## config.mk

```make
export PLATFORM = sky130hd
export DESIGN_NAME = board_support_oversight
export DESIGN_NICKNAME = d
export VERILOG_FILES = /design/src/logic/board_support_pkg.sv /design/src/logic/board_support_oversight.sv /design/src/logic/port_switch.sv
export SDC_FILE = /design/constraint.sdc
export NUM_CORES = 1
export LEC_CHECK = 0
export ABC_AREA = 1
export BUFFER_PORTS_ARGS = -buffer_cell sky130_fd_sc_hd__buf_2
export CORE_MARGIN = 2
export CORE_UTILIZATION = 40
export CTS_BUF_LIST = sky130_fd_sc_hd__clkbuf_8 sky130_fd_sc_hd__clkbuf_16
export CTS_CLUSTER_DIAMETER = 60
export DETAILED_ROUTE_END_ITERATION = 8
export GPL_TIMING_DRIVEN = 0
export PLACE_DENSITY = 0.61
export SYNTH_ARGS = -nofsm -noshare
export SYNTH_HDL_FRONTEND = slang
export SYNTH_SLANG_ARGS = --single-unit
export TNS_END_PERCENT = 20
```

## constraint.sdc

```tcl
create_clock -name clk_in -period 1.7 [get_ports clk_in]
set_input_delay 0.34 -clock clk_in [delete_from_list [all_inputs] [get_ports clk_in]]
set_output_delay 0.34 -clock clk_in [all_outputs]
set_load 0.005 [all_outputs]
```

## src/logic/board_support_pkg.sv

```systemverilog
// Purpose: Shared constants for the board support oversight block
// Assumes: 200 MHz system clock, APB register access with 32-bit data
// Notes: Offsets are byte addresses of aligned words
package board_support_pkg;
	localparam int NPORTS = 4;
	localparam int DEC_W = 16;
	localparam int GA_W = 7;
	localparam int LED_REQ_W = 5;
	localparam int LED_GREEN_N = 3;
	localparam int LED_BI_N = 6;
	localparam int FILE_W = 3;
	localparam int MPU_AW = 7;
	localparam int MPU_DW = 16;
	localparam int CTRL_W = 8;

	localparam logic [7:0] OFS_CTRL = 8'h00;
	localparam logic [7:0] OFS_STATUS = 8'h04;
	localparam logic [7:0] OFS_CFG = 8'h08;
	localparam logic [7:0] OFS_MPU_CMD = 8'h0C;
	localparam logic [7:0] OFS_MPU_DATA = 8'h10;
	localparam logic [7:0] OFS_DECODER = 8'h14;
	localparam logic [7:0] OFS_OPTICAL = 8'h18;
	localparam logic [7:0] OFS_LED = 8'h1C;

	// Control register fields
	localparam int CTRL_RELEASE_BIT = 0;
	localparam int CTRL_LED_SW_BIT = 1;
	localparam int CTRL_OWNER_LSB = 8;
	localparam logic [31:0] CTRL_RESET = 32'h0000_0001;
	// Configuration register fields
	localparam int CFG_START_BIT = 8;
	// Controller port command fields
	localparam int MPU_ADDR_LSB = 16;
	localparam int MPU_WRITE_BIT = 24;
	localparam int MPU_GO_BIT = 31;
	// Status register fields, then status input and red LED field positions
	localparam int ST_BASE_PRES = 0;
	localparam int ST_BASE_DONE = 1;
	localparam int ST_TOP_PRES = 2;
	localparam int ST_TOP_DONE = 3;
	localparam int ST_ENABLE = 4;
	localparam int ST_POWER = 5;
	localparam int ST_MPU_BUSY = 6;
	localparam int ST_RECFG_BUSY = 7;
	localparam int ST_GA_LSB = 8;
	localparam int STATUS_IN_LSB = 8;
	localparam int LED_RED_LSB = 9;

	// Reconfiguration request pulse, least width
	localparam int CLK_PERIOD_PS = 5000;
	localparam int RECFG_PULSE_NS = 1000;
	localparam int RECFG_CYC = (RECFG_PULSE_NS * 1000 + CLK_PERIOD_PS - 1) / CLK_PERIOD_PS;
	localparam int RECFG_CW = 8;
endpackage

```

## src/logic/board_support_oversight.sv

```systemverilog
// Purpose: Board support logic for a trigger merger card
// Assumes: All inputs synchronous to clk_in; APB master outside
// Notes: Zero wait APB slave, read data registered in the setup phase
// Overview of operation
// - Divide own clock by two to clock the configuration controller.
// - Controller port accesses change only in step with that divided clock.
// - Keep bus buffers disabled until this logic is up and running.
// - Drive the acknowledge only when this logic is up and a card cycle is present.
// - Hold port transceivers off until the enable confirmation is given.
// - After release, follow the owning FPGA's direction and enable requests.
// - Switch all transceivers of a port together, with an off gap.
// - Drive 3 green and 6 bicolour LEDs from FPGA LED requests and the LED register.
// - After power is stable, request the default configuration load.
// - Software selects a file and commands a (re)configuration.
// - Merge backplane and jumper address bits and deliver them to all.
// - Own decoder lines; base gets reset and accept, top gets all.
// - Sense presence and configuration of each FPGA for the enable.
// - Bus registers control and monitor controller, decoder and optics.
//
// Design decisions made here: the register addresses and the APB register port.
module board_support_oversight
	import board_support_pkg::*;
(
	input wire logic clk_in,
	input wire logic rstn_in,
	input wire logic psel_in,
	input wire logic penable_in,
	input wire logic pwrite_in,
	input wire logic [7:0] paddr_in,
	input wire logic [31:0] pwdata_in,
	output logic [31:0] prdata_out,
	output logic pready_out,
	output logic pslverr_out,
	input wire logic power_good_in,
	output logic cfg_clk_out,
	output logic cfg_auto_load_out,
	output logic [board_support_pkg::FILE_W-1:0] cfg_file_sel_out,
	output logic cfg_reconfig_out,
	output logic [board_support_pkg::MPU_AW-1:0] mpu_addr_out,
	input wire logic [board_support_pkg::MPU_DW-1:0] mpu_data_in,
	output logic [board_support_pkg::MPU_DW-1:0] mpu_data_out,
	output logic mpu_data_oe_n_out,
	output logic mpu_cs_n_out,
	output logic mpu_we_n_out,
	output logic mpu_oe_n_out,
	input wire logic vme_select_in,
	output logic vme_buf_en_n_out,
	output logic dtack_out,
	output logic dtack_oe_n_out,
	input wire logic base_present_in,
	input wire logic base_done_in,
	input wire logic top_present_in,
	input wire logic top_done_in,
	output logic enable_out,
	input wire logic [board_support_pkg::NPORTS-1:0] base_port_want_in,
	input wire logic [board_support_pkg::NPORTS-1:0] base_port_dir_in,
	input wire logic [board_support_pkg::NPORTS-1:0] top_port_want_in,
	input wire logic [board_support_pkg::NPORTS-1:0] top_port_dir_in,
	output logic [board_support_pkg::NPORTS-1:0] port_dir_out,
	output logic [board_support_pkg::NPORTS-1:0] port_oe_n_out,
	input wire logic [board_support_pkg::LED_REQ_W-1:0] base_led_req_in,
	input wire logic [board_support_pkg::LED_REQ_W-1:0] top_led_req_in,
	output logic [board_support_pkg::LED_GREEN_N-1:0] led_green_out,
	output logic [board_support_pkg::LED_BI_N-1:0] led_bi_green_out,
	output logic [board_support_pkg::LED_BI_N-1:0] led_bi_red_out,
	input wire logic [3:0] ga_backplane_in,
	input wire logic [2:0] ga_jumper_in,
	output logic [board_support_pkg::GA_W-1:0] ga_out,
	input wire logic bunch_reset_in,
	input wire logic level1_accept_in,
	input wire logic [board_support_pkg::DEC_W-1:0] decoder_data_in,
	input wire logic [board_support_pkg::CTRL_W-1:0] decoder_status_in,
	output logic [board_support_pkg::CTRL_W-1:0] decoder_ctrl_out,
	output logic base_bunch_reset_out,
	output logic base_level1_accept_out,
	output logic top_bunch_reset_out,
	output logic top_level1_accept_out,
	output logic [board_support_pkg::DEC_W-1:0] top_decoder_data_out,
	input wire logic [board_support_pkg::CTRL_W-1:0] optical_status_in,
	output logic [board_support_pkg::CTRL_W-1:0] optical_ctrl_out
);
	import board_support_pkg::*;

	typedef enum logic [1:0] {MPU_IDLE, MPU_SETUP, MPU_STROBE, MPU_HOLD} mpu_state_t;

	localparam int LED_N = LED_GREEN_N + 2 * LED_BI_N;

	typedef struct packed {
		logic phase;
		logic ready;
		logic [31:0] prdata;
		logic slverr;
		logic release_ok;
		logic led_sw;
		logic [NPORTS-1:0] owner_top;
		logic [LED_N-1:0] led_reg;
		logic [LED_N-1:0] leds;
		logic [FILE_W-1:0] file_sel;
		logic [RECFG_CW-1:0] recfg_cnt;
		logic auto_load;
		mpu_state_t mpu_state;
		logic mpu_go;
		logic [MPU_AW-1:0] mpu_addr;
		logic [MPU_DW-1:0] mpu_wdata;
		logic mpu_write;
		logic [MPU_DW-1:0] mpu_rdata;
		logic [MPU_AW-1:0] port_addr;
		logic [MPU_DW-1:0] port_wdata;
		logic [CTRL_W-1:0] dec_ctrl;
		logic [CTRL_W-1:0] opt_ctrl;
		logic [GA_W-1:0] ga;
		logic [1:0] base_tim;
		logic [1:0] top_tim;
		logic [DEC_W-1:0] top_data;
		logic enable;
		logic buf_en;
		logic dtack_on;
	} state_t;

	state_t st;
	state_t next_st;
	logic setup_ph;
	logic access_ph;
	logic [31:0] status_word;
	logic [31:0] rd_mux;
	logic rd_hit;
	logic [LED_N-1:0] led_req;
	logic mpu_busy;

	// Status word seen by software
	always_comb
	begin
		status_word = '0;
		status_word[ST_BASE_PRES] = base_present_in;
		status_word[ST_BASE_DONE] = base_done_in;
		status_word[ST_TOP_PRES] = top_present_in;
		status_word[ST_TOP_DONE] = top_done_in;
		status_word[ST_ENABLE] = st.enable;
		status_word[ST_POWER] = power_good_in;
		status_word[ST_MPU_BUSY] = mpu_busy;
		status_word[ST_RECFG_BUSY] = (st.recfg_cnt != '0);
		status_word[ST_GA_LSB +: GA_W] = st.ga;
	end

	// Read data, decoded while the setup cycle stands
	always_comb
	begin
		rd_mux = '0;
		rd_hit = 1'b1;
		unique case (paddr_in)
			OFS_CTRL:
			begin
				rd_mux[CTRL_RELEASE_BIT] = st.release_ok;
				rd_mux[CTRL_LED_SW_BIT] = st.led_sw;
				rd_mux[CTRL_OWNER_LSB +: NPORTS] = st.owner_top;
			end
			OFS_STATUS: rd_mux = status_word;
			OFS_CFG: rd_mux[FILE_W-1:0] = st.file_sel;
			OFS_MPU_CMD:
			begin
				rd_mux[MPU_DW-1:0] = st.mpu_wdata;
				rd_mux[MPU_ADDR_LSB +: MPU_AW] = st.mpu_addr;
				rd_mux[MPU_WRITE_BIT] = st.mpu_write;
				rd_mux[MPU_GO_BIT] = mpu_busy;
			end
			OFS_MPU_DATA: rd_mux[MPU_DW-1:0] = st.mpu_rdata;
			OFS_DECODER:
			begin
				rd_mux[CTRL_W-1:0] = st.dec_ctrl;
				rd_mux[STATUS_IN_LSB +: CTRL_W] = decoder_status_in;
			end
			OFS_OPTICAL:
			begin
				rd_mux[CTRL_W-1:0] = st.opt_ctrl;
				rd_mux[STATUS_IN_LSB +: CTRL_W] = optical_status_in;
			end
			OFS_LED: rd_mux[LED_N-1:0] = st.led_reg;
			default: rd_hit = 1'b0;
		endcase
	end

	// LED request order: green, bicolour green, bicolour red
	always_comb
	begin
		led_req = '0;
		led_req[LED_GREEN_N-1:0] = base_led_req_in[LED_GREEN_N-1:0];
		led_req[LED_GREEN_N +: 2] = base_led_req_in[LED_REQ_W-1:LED_GREEN_N];
		led_req[LED_GREEN_N + 2 +: 4] = top_led_req_in[3:0];
		led_req[LED_RED_LSB +: LED_BI_N] = st.led_reg[LED_RED_LSB +: LED_BI_N];
		led_req[LED_N-1] = top_led_req_in[4] | st.led_reg[LED_N-1];
	end

	assign setup_ph = psel_in & ~penable_in;
	assign access_ph = psel_in & penable_in;
	assign mpu_busy = st.mpu_go | (st.mpu_state != MPU_IDLE);

	// Next state of bus, oversight, controller port and pass-through lines
	always_comb
	begin
		next_st = st;
		next_st.phase = ~st.phase;
		next_st.ready = 1'b1;
		next_st.buf_en = st.ready;
		next_st.dtack_on = st.ready & vme_select_in;
		next_st.enable = st.ready & st.release_ok & base_present_in & base_done_in
			& (~top_present_in | top_done_in);
		next_st.auto_load = power_good_in;
		next_st.ga = {ga_backplane_in[3:1], ga_jumper_in, ga_backplane_in[0]};
		next_st.base_tim = {level1_accept_in, bunch_reset_in};
		next_st.top_tim = {level1_accept_in, bunch_reset_in};
		next_st.top_data = decoder_data_in;
		next_st.leds = st.led_sw ? st.led_reg : led_req;
		if (st.recfg_cnt != '0)
			next_st.recfg_cnt = st.recfg_cnt - 1'b1;
		if (setup_ph)
		begin
			next_st.prdata = pwrite_in ? '0 : rd_mux;
			next_st.slverr = ~rd_hit;
		end
		// Controller port steps only where the divided clock falls
		if (st.phase)
		begin
			unique case (st.mpu_state)
				MPU_IDLE:
				begin
					if (st.mpu_go)
					begin
						next_st.mpu_state = MPU_SETUP;
						next_st.mpu_go = 1'b0;
						next_st.port_addr = st.mpu_addr;
						next_st.port_wdata = st.mpu_wdata;
					end
				end
				MPU_SETUP: next_st.mpu_state = MPU_STROBE;
				MPU_STROBE:
				begin
					next_st.mpu_state = MPU_HOLD;
					if (!st.mpu_write)
						next_st.mpu_rdata = mpu_data_in;
				end
				MPU_HOLD: next_st.mpu_state = MPU_IDLE;
			endcase
		end
		if (access_ph && !st.slverr && pwrite_in)
		begin
			unique case (paddr_in)
				OFS_CTRL:
				begin
					next_st.release_ok = pwdata_in[CTRL_RELEASE_BIT];
					next_st.led_sw = pwdata_in[CTRL_LED_SW_BIT];
					next_st.owner_top = pwdata_in[CTRL_OWNER_LSB +: NPORTS];
				end
				OFS_CFG:
				begin
					next_st.file_sel = pwdata_in[FILE_W-1:0];
					if (pwdata_in[CFG_START_BIT])
						next_st.recfg_cnt = RECFG_CW'(RECFG_CYC);
				end
				OFS_MPU_CMD:
				begin
					if (!mpu_busy)
					begin
						next_st.mpu_wdata = pwdata_in[MPU_DW-1:0];
						next_st.mpu_addr = pwdata_in[MPU_ADDR_LSB +: MPU_AW];
						next_st.mpu_write = pwdata_in[MPU_WRITE_BIT];
						if (pwdata_in[MPU_GO_BIT])
							next_st.mpu_go = 1'b1;
					end
				end
				OFS_DECODER: next_st.dec_ctrl = pwdata_in[CTRL_W-1:0];
				OFS_OPTICAL: next_st.opt_ctrl = pwdata_in[CTRL_W-1:0];
				OFS_LED: next_st.led_reg = pwdata_in[LED_N-1:0];
				default: next_st.dec_ctrl = st.dec_ctrl;
			endcase
		end
	end

	always_ff @(posedge clk_in or negedge rstn_in)
	begin
		if (!rstn_in)
		begin
			st <= '0;
			st.release_ok <= CTRL_RESET[CTRL_RELEASE_BIT];
			st.mpu_state <= MPU_IDLE;
		end
		else
			st <= next_st;
	end

	// One transceiver switch per IO port
	genvar gi;
	generate
		for (gi = 0; gi < NPORTS; gi++)
		begin : g_port
			port_switch u_port
			(
				.clk_in(clk_in),
				.rstn_in(rstn_in),
				.enable_in(st.enable),
				.owner_top_in(st.owner_top[gi]),
				.base_want_in(base_port_want_in[gi]),
				.base_dir_in(base_port_dir_in[gi]),
				.top_want_in(top_port_want_in[gi]),
				.top_dir_in(top_port_dir_in[gi]),
				.dir_out(port_dir_out[gi]),
				.oe_n_out(port_oe_n_out[gi])
			);
		end
	endgenerate

	// Bus and configuration outputs
	assign prdata_out = st.prdata;
	assign pready_out = 1'b1;
	assign pslverr_out = access_ph & st.slverr;
	assign cfg_clk_out = st.phase;
	assign cfg_auto_load_out = st.auto_load;
	assign cfg_file_sel_out = st.file_sel;
	assign cfg_reconfig_out = (st.recfg_cnt != '0);

	// Controller port, strobes follow the access state
	assign mpu_addr_out = st.port_addr;
	assign mpu_data_out = st.port_wdata;
	assign mpu_data_oe_n_out = ~(st.mpu_write && st.mpu_state != MPU_IDLE);
	assign mpu_cs_n_out = (st.mpu_state == MPU_IDLE);
	assign mpu_we_n_out = ~(st.mpu_write && st.mpu_state == MPU_STROBE);
	assign mpu_oe_n_out = ~(!st.mpu_write && st.mpu_state == MPU_STROBE);

	// Bus buffers, oversight and LEDs
	assign vme_buf_en_n_out = ~st.buf_en;
	assign dtack_out = 1'b0;
	assign dtack_oe_n_out = ~st.dtack_on;
	assign enable_out = st.enable;
	assign led_green_out = st.leds[LED_GREEN_N-1:0];
	assign led_bi_green_out = st.leds[LED_GREEN_N +: LED_BI_N];
	assign led_bi_red_out = st.leds[LED_RED_LSB +: LED_BI_N];

	// Address and timing decoder lines
	assign ga_out = st.ga;
	assign decoder_ctrl_out = st.dec_ctrl;
	assign base_bunch_reset_out = st.base_tim[0];
	assign base_level1_accept_out = st.base_tim[1];
	assign top_bunch_reset_out = st.top_tim[0];
	assign top_level1_accept_out = st.top_tim[1];
	assign top_decoder_data_out = st.top_data;
	assign optical_ctrl_out = st.opt_ctrl;
endmodule

```

## src/logic/port_switch.sv

```systemverilog
// Purpose: Direction and output enable for all transceivers of one IO port
// Assumes: Requests come synchronous to clk_in
// Notes: Direction only changes while the port output is off
module port_switch
(
	input wire logic clk_in,
	input wire logic rstn_in,
	input wire logic enable_in,
	input wire logic owner_top_in,
	input wire logic base_want_in,
	input wire logic base_dir_in,
	input wire logic top_want_in,
	input wire logic top_dir_in,
	output logic dir_out,
	output logic oe_n_out
);
	typedef struct packed {
		logic dir;
		logic on;
	} sw_state_t;

	sw_state_t st;
	sw_state_t next_st;
	logic want;
	logic tdir;

	always_comb
	begin
		want = owner_top_in ? top_want_in : base_want_in;
		tdir = owner_top_in ? top_dir_in : base_dir_in;
		next_st = st;
		if (!enable_in)
			next_st.on = 1'b0;
		else if (st.on && (!want || st.dir != tdir))
			next_st.on = 1'b0;
		else if (!st.on && st.dir != tdir)
			next_st.dir = tdir;
		else if (!st.on && want)
			next_st.on = 1'b1;
	end

	always_ff @(posedge clk_in or negedge rstn_in)
	begin
		if (!rstn_in)
			st <= '0;
		else
			st <= next_st;
	end

	assign dir_out = st.dir;
	assign oe_n_out = ~st.on;
endmodule

```

## Word level (Yosys, flattened, before mapping)

Index checks and enable logic that the tools add are counted.

| storage, ports and cells | value |
|---|---|
| register bits after elaboration | 201 |
| latch bits | 0 |
| bits in read-only memories | 0 |
| logic and storage cells | 191 |
| RAM bits | 0 |
| memories | 0 |

| cells by class | value |
|---|---|
| equality and inequality tests | 23 |
| add/subtract/negate cells | 1 |
| reductions and logical operators | 53 |
| shift operators | 0 |
| bitwise logic cells | 30 |
| divide/modulo/power cells | 0 |
| magnitude comparators | 0 |
| multiply operators | 0 |
| multiplexer cells | 48 |

Operators with widths:

| kind | count |
|---|---|
| 2-to-1 mux 25 bit | 3 |
| equality test 8 x 5 -> 1 bit (second input constant) | 4 |
| 2-to-1 mux 32 bit | 1 |
| 2-to-1 mux 8 bit | 4 |
| 2-to-1 mux 1 bit | 30 |
| one-hot mux 5 bit (6 select lines) | 1 |
| one-hot mux 4 bit (7 select lines) | 1 |
| AND reduction 3 bit | 7 |
| AND reduction 2 bit | 10 |
| NOT 1 bit | 19 |
| one-hot mux 3 bit (6 select lines) | 1 |
| logical AND 1 bit | 17 |
| equality test 8 x 4 -> 1 bit (second input constant) | 2 |
| one-hot mux 2 bit (8 select lines) | 1 |
| 2-to-1 mux 15 bit | 1 |
| != test 3 x 1 -> 1 bit (second input constant) | 4 |
| != test 3 x 2 -> 1 bit (second input constant) | 4 |
| logical NOT 1 bit | 10 |
| bitwise AND 1 bit | 8 |
| equality test 8 x 3 -> 1 bit (second input constant) | 1 |
| logical NOT 8 bit | 1 |
| one-hot mux 2 bit (4 select lines) | 1 |
| nonzero test 8 bit | 1 |
| OR reduction 8 bit | 1 |
| 13 further kinds | 22 |

## Logic depth before layout (Yosys ltp)

Gate-level depths: netlist of the first run.

| logic depth | value |
|---|---|
| depth in word-level cells | 7 |
| mapped depth | 11 |

## Hierarchy

From an unflattened synthesis of the first run, not the netlist that was laid out.

| unflattened totals | value |
|---|---|
| cells, all modules | 1,087 |
| area total of the unflattened synthesis | 9,280.2 um^2 |

By module, submodules not included:

| module | sequential area each (um^2) | times used | cells an instance | area each (um^2) |
|---|---|---|---|---|
| board_support_oversight | 4,655.7 | 1 | 991 | 8,634.5 |
| port_switch | 50.0 | 4 | 24 | 161.4 |

## Worst setup path before layout of the first run

OpenSTA, ideal clock, no wires.

| path | value |
|---|---|
| path type | register -> register |
| start point | register st[110] in the netlist's numbering |
| end point | register st[85] in the netlist's numbering |
| arrival | 1,425 ps |
| setup time | 121 ps |
| setup slack | 154 ps |
| cell stages (with the launch flop) | 10 |
| path buffers | 2 |
| cells stage by stage | dfrtp_1 inv_1 ha_1 inv_1 nor2_1 nand4_2 buf_6 buf_6 nand2_1 o21ai_1 |

| on the way | value |
|---|---|
| word-level cells in the longest chain between the ends | 4 |

Ends and longest elaborated chain:

| what | line | RTL |
|---|---|---|
| start: declaration | board_support_oversight.sv:120 | `state_t st;` |
| start signal: assignment | board_support_oversight.sv:287 | `st <= next_st;` |
| nonzero test 2 bit | board_support_oversight.sv:195 | `assign mpu_busy = st.mpu_go \| (st.mpu_state != MPU_IDLE);` |
| bitwise OR 1 bit | board_support_oversight.sv:195 |  |
| NOT 1 bit (no line) | n/a |  |
| AND reduction 3 bit (no line) | n/a |  |

Every way passes these cells.
A chain may end at the register's enable or synchronous reset.

## Worst setup path after layout of the first run

| path | value |
|---|---|
| start point | register st[113] in the netlist's numbering |
| end point | output cfg_reconfig_out |

| on the way | value |
|---|---|
| word-level cells in the longest chain between the ends | 1 |

Ends and longest elaborated chain:

| what | line | RTL |
|---|---|---|
| nonzero test 8 bit | board_support_oversight.sv:318 | `assign cfg_reconfig_out = (st.recfg_cnt != '0);` |
| end: declaration | board_support_oversight.sv:38 | `output logic cfg_reconfig_out,` |

Every way passes these cells.

==> impl_metrics.csv, run 1 <==
group,metric,value,unit
outcome,failed_checks,"setup timing",
floorplanning,core,0.0226,mm²
worst_setup_path,critPathCaptureType,"output port",
floorplanning,io_pins,271,
finish,n_fill_cell,2256,
floorplanning,floorplan.initialDensity,40.6,%
global_routing,track_usage,22.2,%
placed_design,place_congestion,0.851,
cts,cts-root-to-sink-buffers,2,
synth,synth_top_flop_cell,"sky130_fd_sc_hd__dfrtp_1",
placed_design,placement.io_buffers,254,
sta,timing.final.max_slew_violations,0,
sta,min_period_over_period,103,%
sta,tightest_slew,722,ps
sta,timing.final.hold_violations,0,
floorplanning,vertical_die_dimension,155,µm
detailed_routing,drt-wirelength-per-cell,16.0,µm
global_routing,grt_antenna_before_repair,5,
finish,flow.area_growth_from_synthesis,28.6,%
global_routing,wire_length_of_the_first_global_routing_pass,40.7,mm
cts,clock_sinks,194,
worst_setup_path,reg2reg_from,"st[111]$_DFFE_PN0P_",
floorplanning,placement_rows,55,
global_routing,first_global_vias,7419,
worst_setup_path,reg2reg_setup_slack,100,ps
detailed_routing,detail_route.drc_violations,0,
detailed_routing,vias_per_cell,4.61,
synth,synth_async_sr_flop_share,100,%
worst_setup_path,crit_required,1360,ps
placed_design,placed_cells_incl_taps,1624,
detailed_routing,drt.antenna.violating_nets,0,
worst_setup_path,worst_setup_startpoint,"st[113]$_DFF_PN0_",
placed_design,place_hpwl,20.2,mm
floorplanning,die_width,155,µm
synth,synth_cell_types,35,
sta,max_clock_freq,569,MHz
finish,fraction_of_layout_instances_using_a_drive_strength_above_1,34.9,%
synth,synth-seq-area-share,52.9,%
finish,final_cell_count_no_fill,1687,
synth,synth.ff_latch_count,194,
power,power.static_leakage,6.47,nW
synth,syn_area_per_cell,8.53,µm²
synth,synth_enable_flop_cells,0,
cts,cts_buffers,17,
power,ir_drop,0.546,mV
detailed_routing,dr.pass1.iters,5,
worst_setup_path,timing.critical_path.fanout_max,3,
sta,relSlewSlack,51.8,%
placed_design,pre_cts_ws,-304,ps
cts,cts_max_level,4,
floorplanning,die_area,0.0242,mm²
cts,cts_tree,"built",
finish,fin_nets,1522,
finish,final_util,52.3,%
detailed_routing,drt_wl_total,27.0,mm
worst_setup_path,critical_path_class,"flop to output port",
worst_setup_path,timing.critical_path.from_type,"flop",
sta,setup_viol_count_final,1,
sta,skew,11.7,ps
sta,post-route-worst-setup-slack,-57.3,ps
sta,timing.hold.ws,14.5,ps
cts,cts.reportedPaths.clkPinSlew,70,ps
outcome,status,"complete, but fails checks",
hold_path,hp-start,"ga_jumper_in[0]",
synth,ys_warn_count,0,
cts,clock-root-buffer,"sky130_fd_sc_hd__clkbuf_16",
hold_path,hold_wc_path_type,"input pin to flop",
global_routing,largest_net_degree_at_the_start_of_global_routing,107,
sta,fin_crit,1760,ps
synth,syn-cell-area,0.00918,mm²
cts,clock_insertion_delay_worst_skew,440,ps
synth,gate_count_post_synth,1076,
detailed_routing,detail_route.iter0.violations,576,
global_routing,grt_overflow_total,0,
power,power_per_cell_area,898,mW/mm²
flow_run,max_cap_violations,0,
detailed_routing,vias,7769,
worst_setup_path,arrival,1420,ps
sta,rsz0062_at_grt,"true",
-- path summary, 6_finish.rpt --
kind	depth (start not counted)	end
worst max-delay path	6	cfg_reconfig_out
worst min-delay path	1	ga_out[1]$_DFF_PN0_
worst max register to register	5	mpu_data_out[15]$_DFFE_PN0P_
worst min register to register	0	led_bi_red_out[3]$_DFF_PN0_
max in group asynchronous	3	st[160]$_DFFE_PN0P_
min in group asynchronous	2	led_bi_green_out[2]$_DFF_PN0_
-- worst max-delay path, stage by stage (launching register included) --
cell and delay [ps]:
sky130_fd_sc_hd__dfrtp_1 410, sky130_fd_sc_hd__inv_2 80, sky130_fd_sc_hd__ha_1 140, sky130_fd_sc_hd__inv_1 40, sky130_fd_sc_hd__nor3_2 110, sky130_fd_sc_hd__nand2_2 80
sky130_fd_sc_hd__buf_2 130
-- registers in the layout, indices dropped and copies added (netlist names), 3 cells and up --
register,flops
led_bi_green_out,6
mpu_addr_out,7
led_bi_red_out,6
mpu_data_out,16
st,70
g_port.u_port.dir_out,4
prdata_out,25
top_decoder_data_out,16
led_req,5
cfg_file_sel_out,3
led_green_out,3
optical_ctrl_out,8
decoder_ctrl_out,8
ga_out,7
g_port.u_port.st,4
-- placed cells by master (no fill, tap or decap), types with 2 or more instances in the layout --
master / instances
sky130_fd_sc_hd__a21oi_1: 17
sky130_fd_sc_hd__buf_2: 264
sky130_fd_sc_hd__buf_4: 132
sky130_fd_sc_hd__buf_6: 3
sky130_fd_sc_hd__clkbuf_1: 10
sky130_fd_sc_hd__clkbuf_16: 17
sky130_fd_sc_hd__clkbuf_8: 2
sky130_fd_sc_hd__clkinv_8: 3
sky130_fd_sc_hd__clkinvlp_4: 2
sky130_fd_sc_hd__conb_1: 10
sky130_fd_sc_hd__dfrtp_1: 193
sky130_fd_sc_hd__diode_2: 5
sky130_fd_sc_hd__dlygate4sd3_1: 19
sky130_fd_sc_hd__ha_1: 2
sky130_fd_sc_hd__inv_1: 112
sky130_fd_sc_hd__inv_2: 7
sky130_fd_sc_hd__inv_6: 5
sky130_fd_sc_hd__inv_8: 2
sky130_fd_sc_hd__mux2_2: 14
sky130_fd_sc_hd__nand2_1: 282
sky130_fd_sc_hd__nand2_2: 6
sky130_fd_sc_hd__nand3_1: 25
sky130_fd_sc_hd__nand4_1: 3
sky130_fd_sc_hd__nor2_1: 100
sky130_fd_sc_hd__nor2_2: 9
sky130_fd_sc_hd__nor2_4: 2
sky130_fd_sc_hd__nor3_1: 2
sky130_fd_sc_hd__nor4_1: 4
sky130_fd_sc_hd__o21ai_0: 89
sky130_fd_sc_hd__o21ai_1: 26
sky130_fd_sc_hd__o21ai_2: 5
sky130_fd_sc_hd__o31ai_1: 9
-- kinds of logic after synthesis --
| logic type | after synthesis | share of synthesized area [%] |
|---|---|---|
| buffers and inverters | 273 | 16.7 |
| XOR/XNOR | 1 | 0.0955 |
| other | 2 | 0.0819 |
| AND/OR/NAND/NOR | 439 | 19.3 |
| adder cells (fa/ha/maj) | 4 | 0.546 |
| multiplexers | 14 | 1.72 |
| AO/OA/AOI/OAI | 149 | 8.65 |
| flip-flops | 194 | 52.9 |
-- through the flow --
stage	total power, mW	cell area, µm²	TNS, ps
2_1_floorplan	6.03	9210	0
3_3_place_gp	6.59	10800	-610890
3_5_place_dp	6.63	10900	-14720
4_1_cts	10.6	11700	-105
5_1_grt	11.1	11800	-332
6_report	10.6	11800	-57.3
-- synth_stat cells, drive strengths merged (9+ instances only) --
master,instances,share of area [%]
o21ai,120,6.8
a21oi,17,0.93
nand2,288,12
buf,139,11
nand3,26,1.4
dfrtp,193,53
inv,119,4.9
o31ai,9,0.74
clkbuf,14,0.57
mux2,14,1.7
nor2,112,5.0
-- cell type report --
type,instances,area [µm²],area share (%)
sequential,194,4860,41.2
tap,285,357,3.02
inverter,120,453,3.84
multi-input combinational,617,2880,24.4
timing repair buffer,281,1560,13.3
clock inverter,15,148,1.25
buffer,153,1100,9.37
antenna,5,12.5,0.106
clock buffer,17,425,3.61
-- report_power, final --
part,switching [mW],total (mW),internal (mW)
clock network,1.95,3.90,1.95
logic,0.829,1.52,0.693
registers,0.199,5.18,4.98
total,2.97,10.6,7.62
-- routing by layer --
layer	part of all wire, %	vias to the layer above	global-route usage (%)
met2	48	256	36.5
met4	1.7	2	7.16
met1	44	3638	30.0
met5	0.048	-	0
li1	-	3840	-
met3	6.2	33	4.01
-- what timing repair did --
item,CTS,global route
hold endpoints to repair,104,2
buffers inserted,1,6
pin swaps,2,2
hold buffers,17,2
gates resized for setup,19,10
endpoints found under the setup margin,70,69
Note: power is estimated with default switching activity, not from simulation.
==> inputs of run 2 (changes only) <==
==> constraint.sdc (replaced) <==
create_clock -name clk_in -period 1.7 [get_ports clk_in]
set_input_delay 0.34 -clock clk_in [delete_from_list [all_inputs] [get_ports clk_in]]
set_output_delay 0.34 -clock clk_in [all_outputs]
set_load 0.01 [all_outputs]
==> run 2 against run 1 <==
  * The flow still finishes with violations (setup timing)
  * Die area unchanged
  * Non-clock buffer count increased by 2
  * Hold slack about the same
  * Core utilization increased by 0.14 points
  * Flip-flop and latch count unchanged
  * Cell count about the same
  * Critical path type unchanged
==> impl_metrics.csv, run 2 (synthesis gave the netlist of run 1 again) <==
group,metric,value,unit
finish,fraction_of_layout_instances_using_a_drive_strength_above_1,35.2,%
placed_design,place_congestion,0.851,
global_routing,track_usage,22.2,%
floorplanning,io_pins,271,
global_routing,gr-usage-met2,36.5,%
power,power.static_leakage,6.47,nW
floorplanning,die_width,155,µm
detailed_routing,dr.pass1.iters,7,
sta,rsz0062_at_grt,"true",
sta,post-route-worst-setup-slack,-123,ps
placed_design,placement.io_buffers,254,
placed_design,place_hpwl,20.2,mm
finish,final_common_cell,"sky130_fd_sc_hd__nand2_1",
power,fin_total_pwr,10.7,mW
sta,max_clock_freq,548,MHz
finish,regMostFlops,"st",
power,power_per_cell_area,903,mW/mm²
flow_run,max_cap_violations,0,
finish,layout.cells.most_common_list,"sky130_fd_sc_hd__nand2_1, sky130_fd_sc_hd__buf_2, sky130_fd_sc_hd__dfrtp_1",
detailed_routing,drt-wirelength-per-cell,16.0,µm
global_routing,largest_net_degree_at_the_start_of_global_routing,107,
finish,flow.area_growth_from_synthesis,28.9,%
detailed_routing,detail_route.drc_violations,0,
sta,setup_viol_count_final,1,
cts,clock-root-buffer,"sky130_fd_sc_hd__clkbuf_16",
worst_setup_path,timing.critical_path.fanout_max,3,
finish,n_fill_cell,2253,
finish,max_reg_flops,70,
cts,clock_insertion_delay_worst_skew,440,ps
detailed_routing,vias,7787,
cts,cts.reportedPaths.clkPinSlew,70,ps
sta,timing.final.max_slew_violations,0,
global_routing,busiest_grt_layer,"met2",
cts,clock_sinks,194,
global_routing,first_global_vias,7419,
global_routing,wire_length_of_the_first_global_routing_pass,40.7,mm
floorplanning,die_area,0.0242,mm²
global_routing,grtUsageMet1,30.0,%
worst_setup_path,critPathCaptureType,"output port",
global_routing,grt_antenna_before_repair,5,
detailed_routing,detail_route.iter0.violations,526,
floorplanning,floorplan.initialDensity,40.6,%
sta,relSlewSlack,51.6,%
sta,setup-tns-final,-123,ps
global_routing,grt_overflow_total,0,
worst_setup_path,timing.critical_path.from_type,"flop",
detailed_routing,drt.antenna.violating_nets,0,
sta,skew,11.7,ps
hold_path,hold_wc_path_type,"input pin to flop",
cts,cts_max_level,4,
worst_setup_path,critical_path_class,"flop to output port",
outcome,status,"complete, but fails checks",
worst_setup_path,crit_required,1360,ps
sta,tightest_slew,727,ps
cts,cts_tree,"built",
cts,cts-root-to-sink-buffers,2,
finish,fin_nets,1524,
cts,cts_buffers,17,
finish,layout.area.seq,0.00486,mm²
floorplanning,placement_rows,55,
detailed_routing,drt_wl_total,27.1,mm
outcome,failed_checks,"setup timing",
sta,timing.hold.ws,14.9,ps
power,ir_drop,0.547,mV
sta,min_period_over_period,107,%
floorplanning,vertical_die_dimension,155,µm
finish,multi_input_area,0.00289,mm²
sta,fin_crit,1820,ps
sta,timing.final.hold_violations,0,
global_routing,grt_util_met3,4.01,%
floorplanning,core,0.0226,mm²
worst_setup_path,arrival,1480,ps
detailed_routing,vias_per_cell,4.61,
## run 2: area by class of cell
class | instances | area share (%)
flip-flops and latches | 194 | 41.1
multi-input cells | 617 | 24.4
repair buffers | 283 | 13.4
plain buffers | 153 | 9.34
inverters | 120 | 3.83
clock buffers | 17 | 3.60
well taps | 285 | 3.02
clock inverters | 15 | 1.25
diodes | 4 | 0.0846
## run 2: final timing paths
| kind | from | to | slack (ps) | cells past startpoint |
|---|---|---|---|---|
| max in group asynchronous | rstn_in | mpu_data_out[12]$_DFFE_PN0P_ | 260 | 3 |
| setup reg to reg | st[114]$_DFF_PN0_ | st[120]$_DFF_PN0_ | 60 | 6 |
| setup / recovery | st[113]$_DFF_PN0_ | cfg_reconfig_out | -120 | 6 |
| min in group asynchronous | rstn_in | led_bi_green_out[2]$_DFF_PN0_ | 450 | 2 |
| hold reg to reg | led_req[12]$_DFFE_PN0P_ | led_bi_red_out[3]$_DFF_PN0_ | 410 | 0 |
| hold / removal | ga_jumper_in[0] | ga_out[1]$_DFF_PN0_ | 10 | 1 |
## run 2: what timing repair did
action | CTS | global route
hold endpoints to repair | 104 | 2
gates cloned | 0 | 0
setup endpoints to repair | 70 | 69
hold buffers | 17 | 2
pin swaps | 2 | 6
buffers inserted | 1 | 8
resized for setup | 19 | 16
## run 2: where the power goes
group          internal (mW)  total (mW)  switching [mW]
clock                   1.95        3.89            1.94
combinational          0.726        1.60           0.878
sequential              4.98        5.18           0.201
## run 2: per-stage QoR
stage / area, µm² / utilization, % / std cells / setup slack, ps
after floorplan: 9210 / - / 1084 / 107
after detailed placement: 10900 / 48.2 / 1624 / -304
after global routing: 11800 / 52.4 / 1688 / -221
after global placement: 10800 / 48.0 / 1623 / -3100
final: 11800 / 52.4 / 1688 / -123
after CTS: 11700 / 51.7 / 1674 / -102
## run 2: routing by layer
metal / vias to the layer above / wire length [µm]
li1: 3840 / -
met5: - / 13
met3: 37 / 1650
met2: 273 / 13000
met4: 2 / 509
met1: 3635 / 11900
## run 2: critical path, stage by stage (launching register included)
cell and delay, ps:
sky130_fd_sc_hd__dfrtp_1 410, sky130_fd_sc_hd__inv_2 100, sky130_fd_sc_hd__ha_4 130, sky130_fd_sc_hd__inv_2 30
sky130_fd_sc_hd__nor3_2 170, sky130_fd_sc_hd__nand2_2 100, sky130_fd_sc_hd__buf_6 130
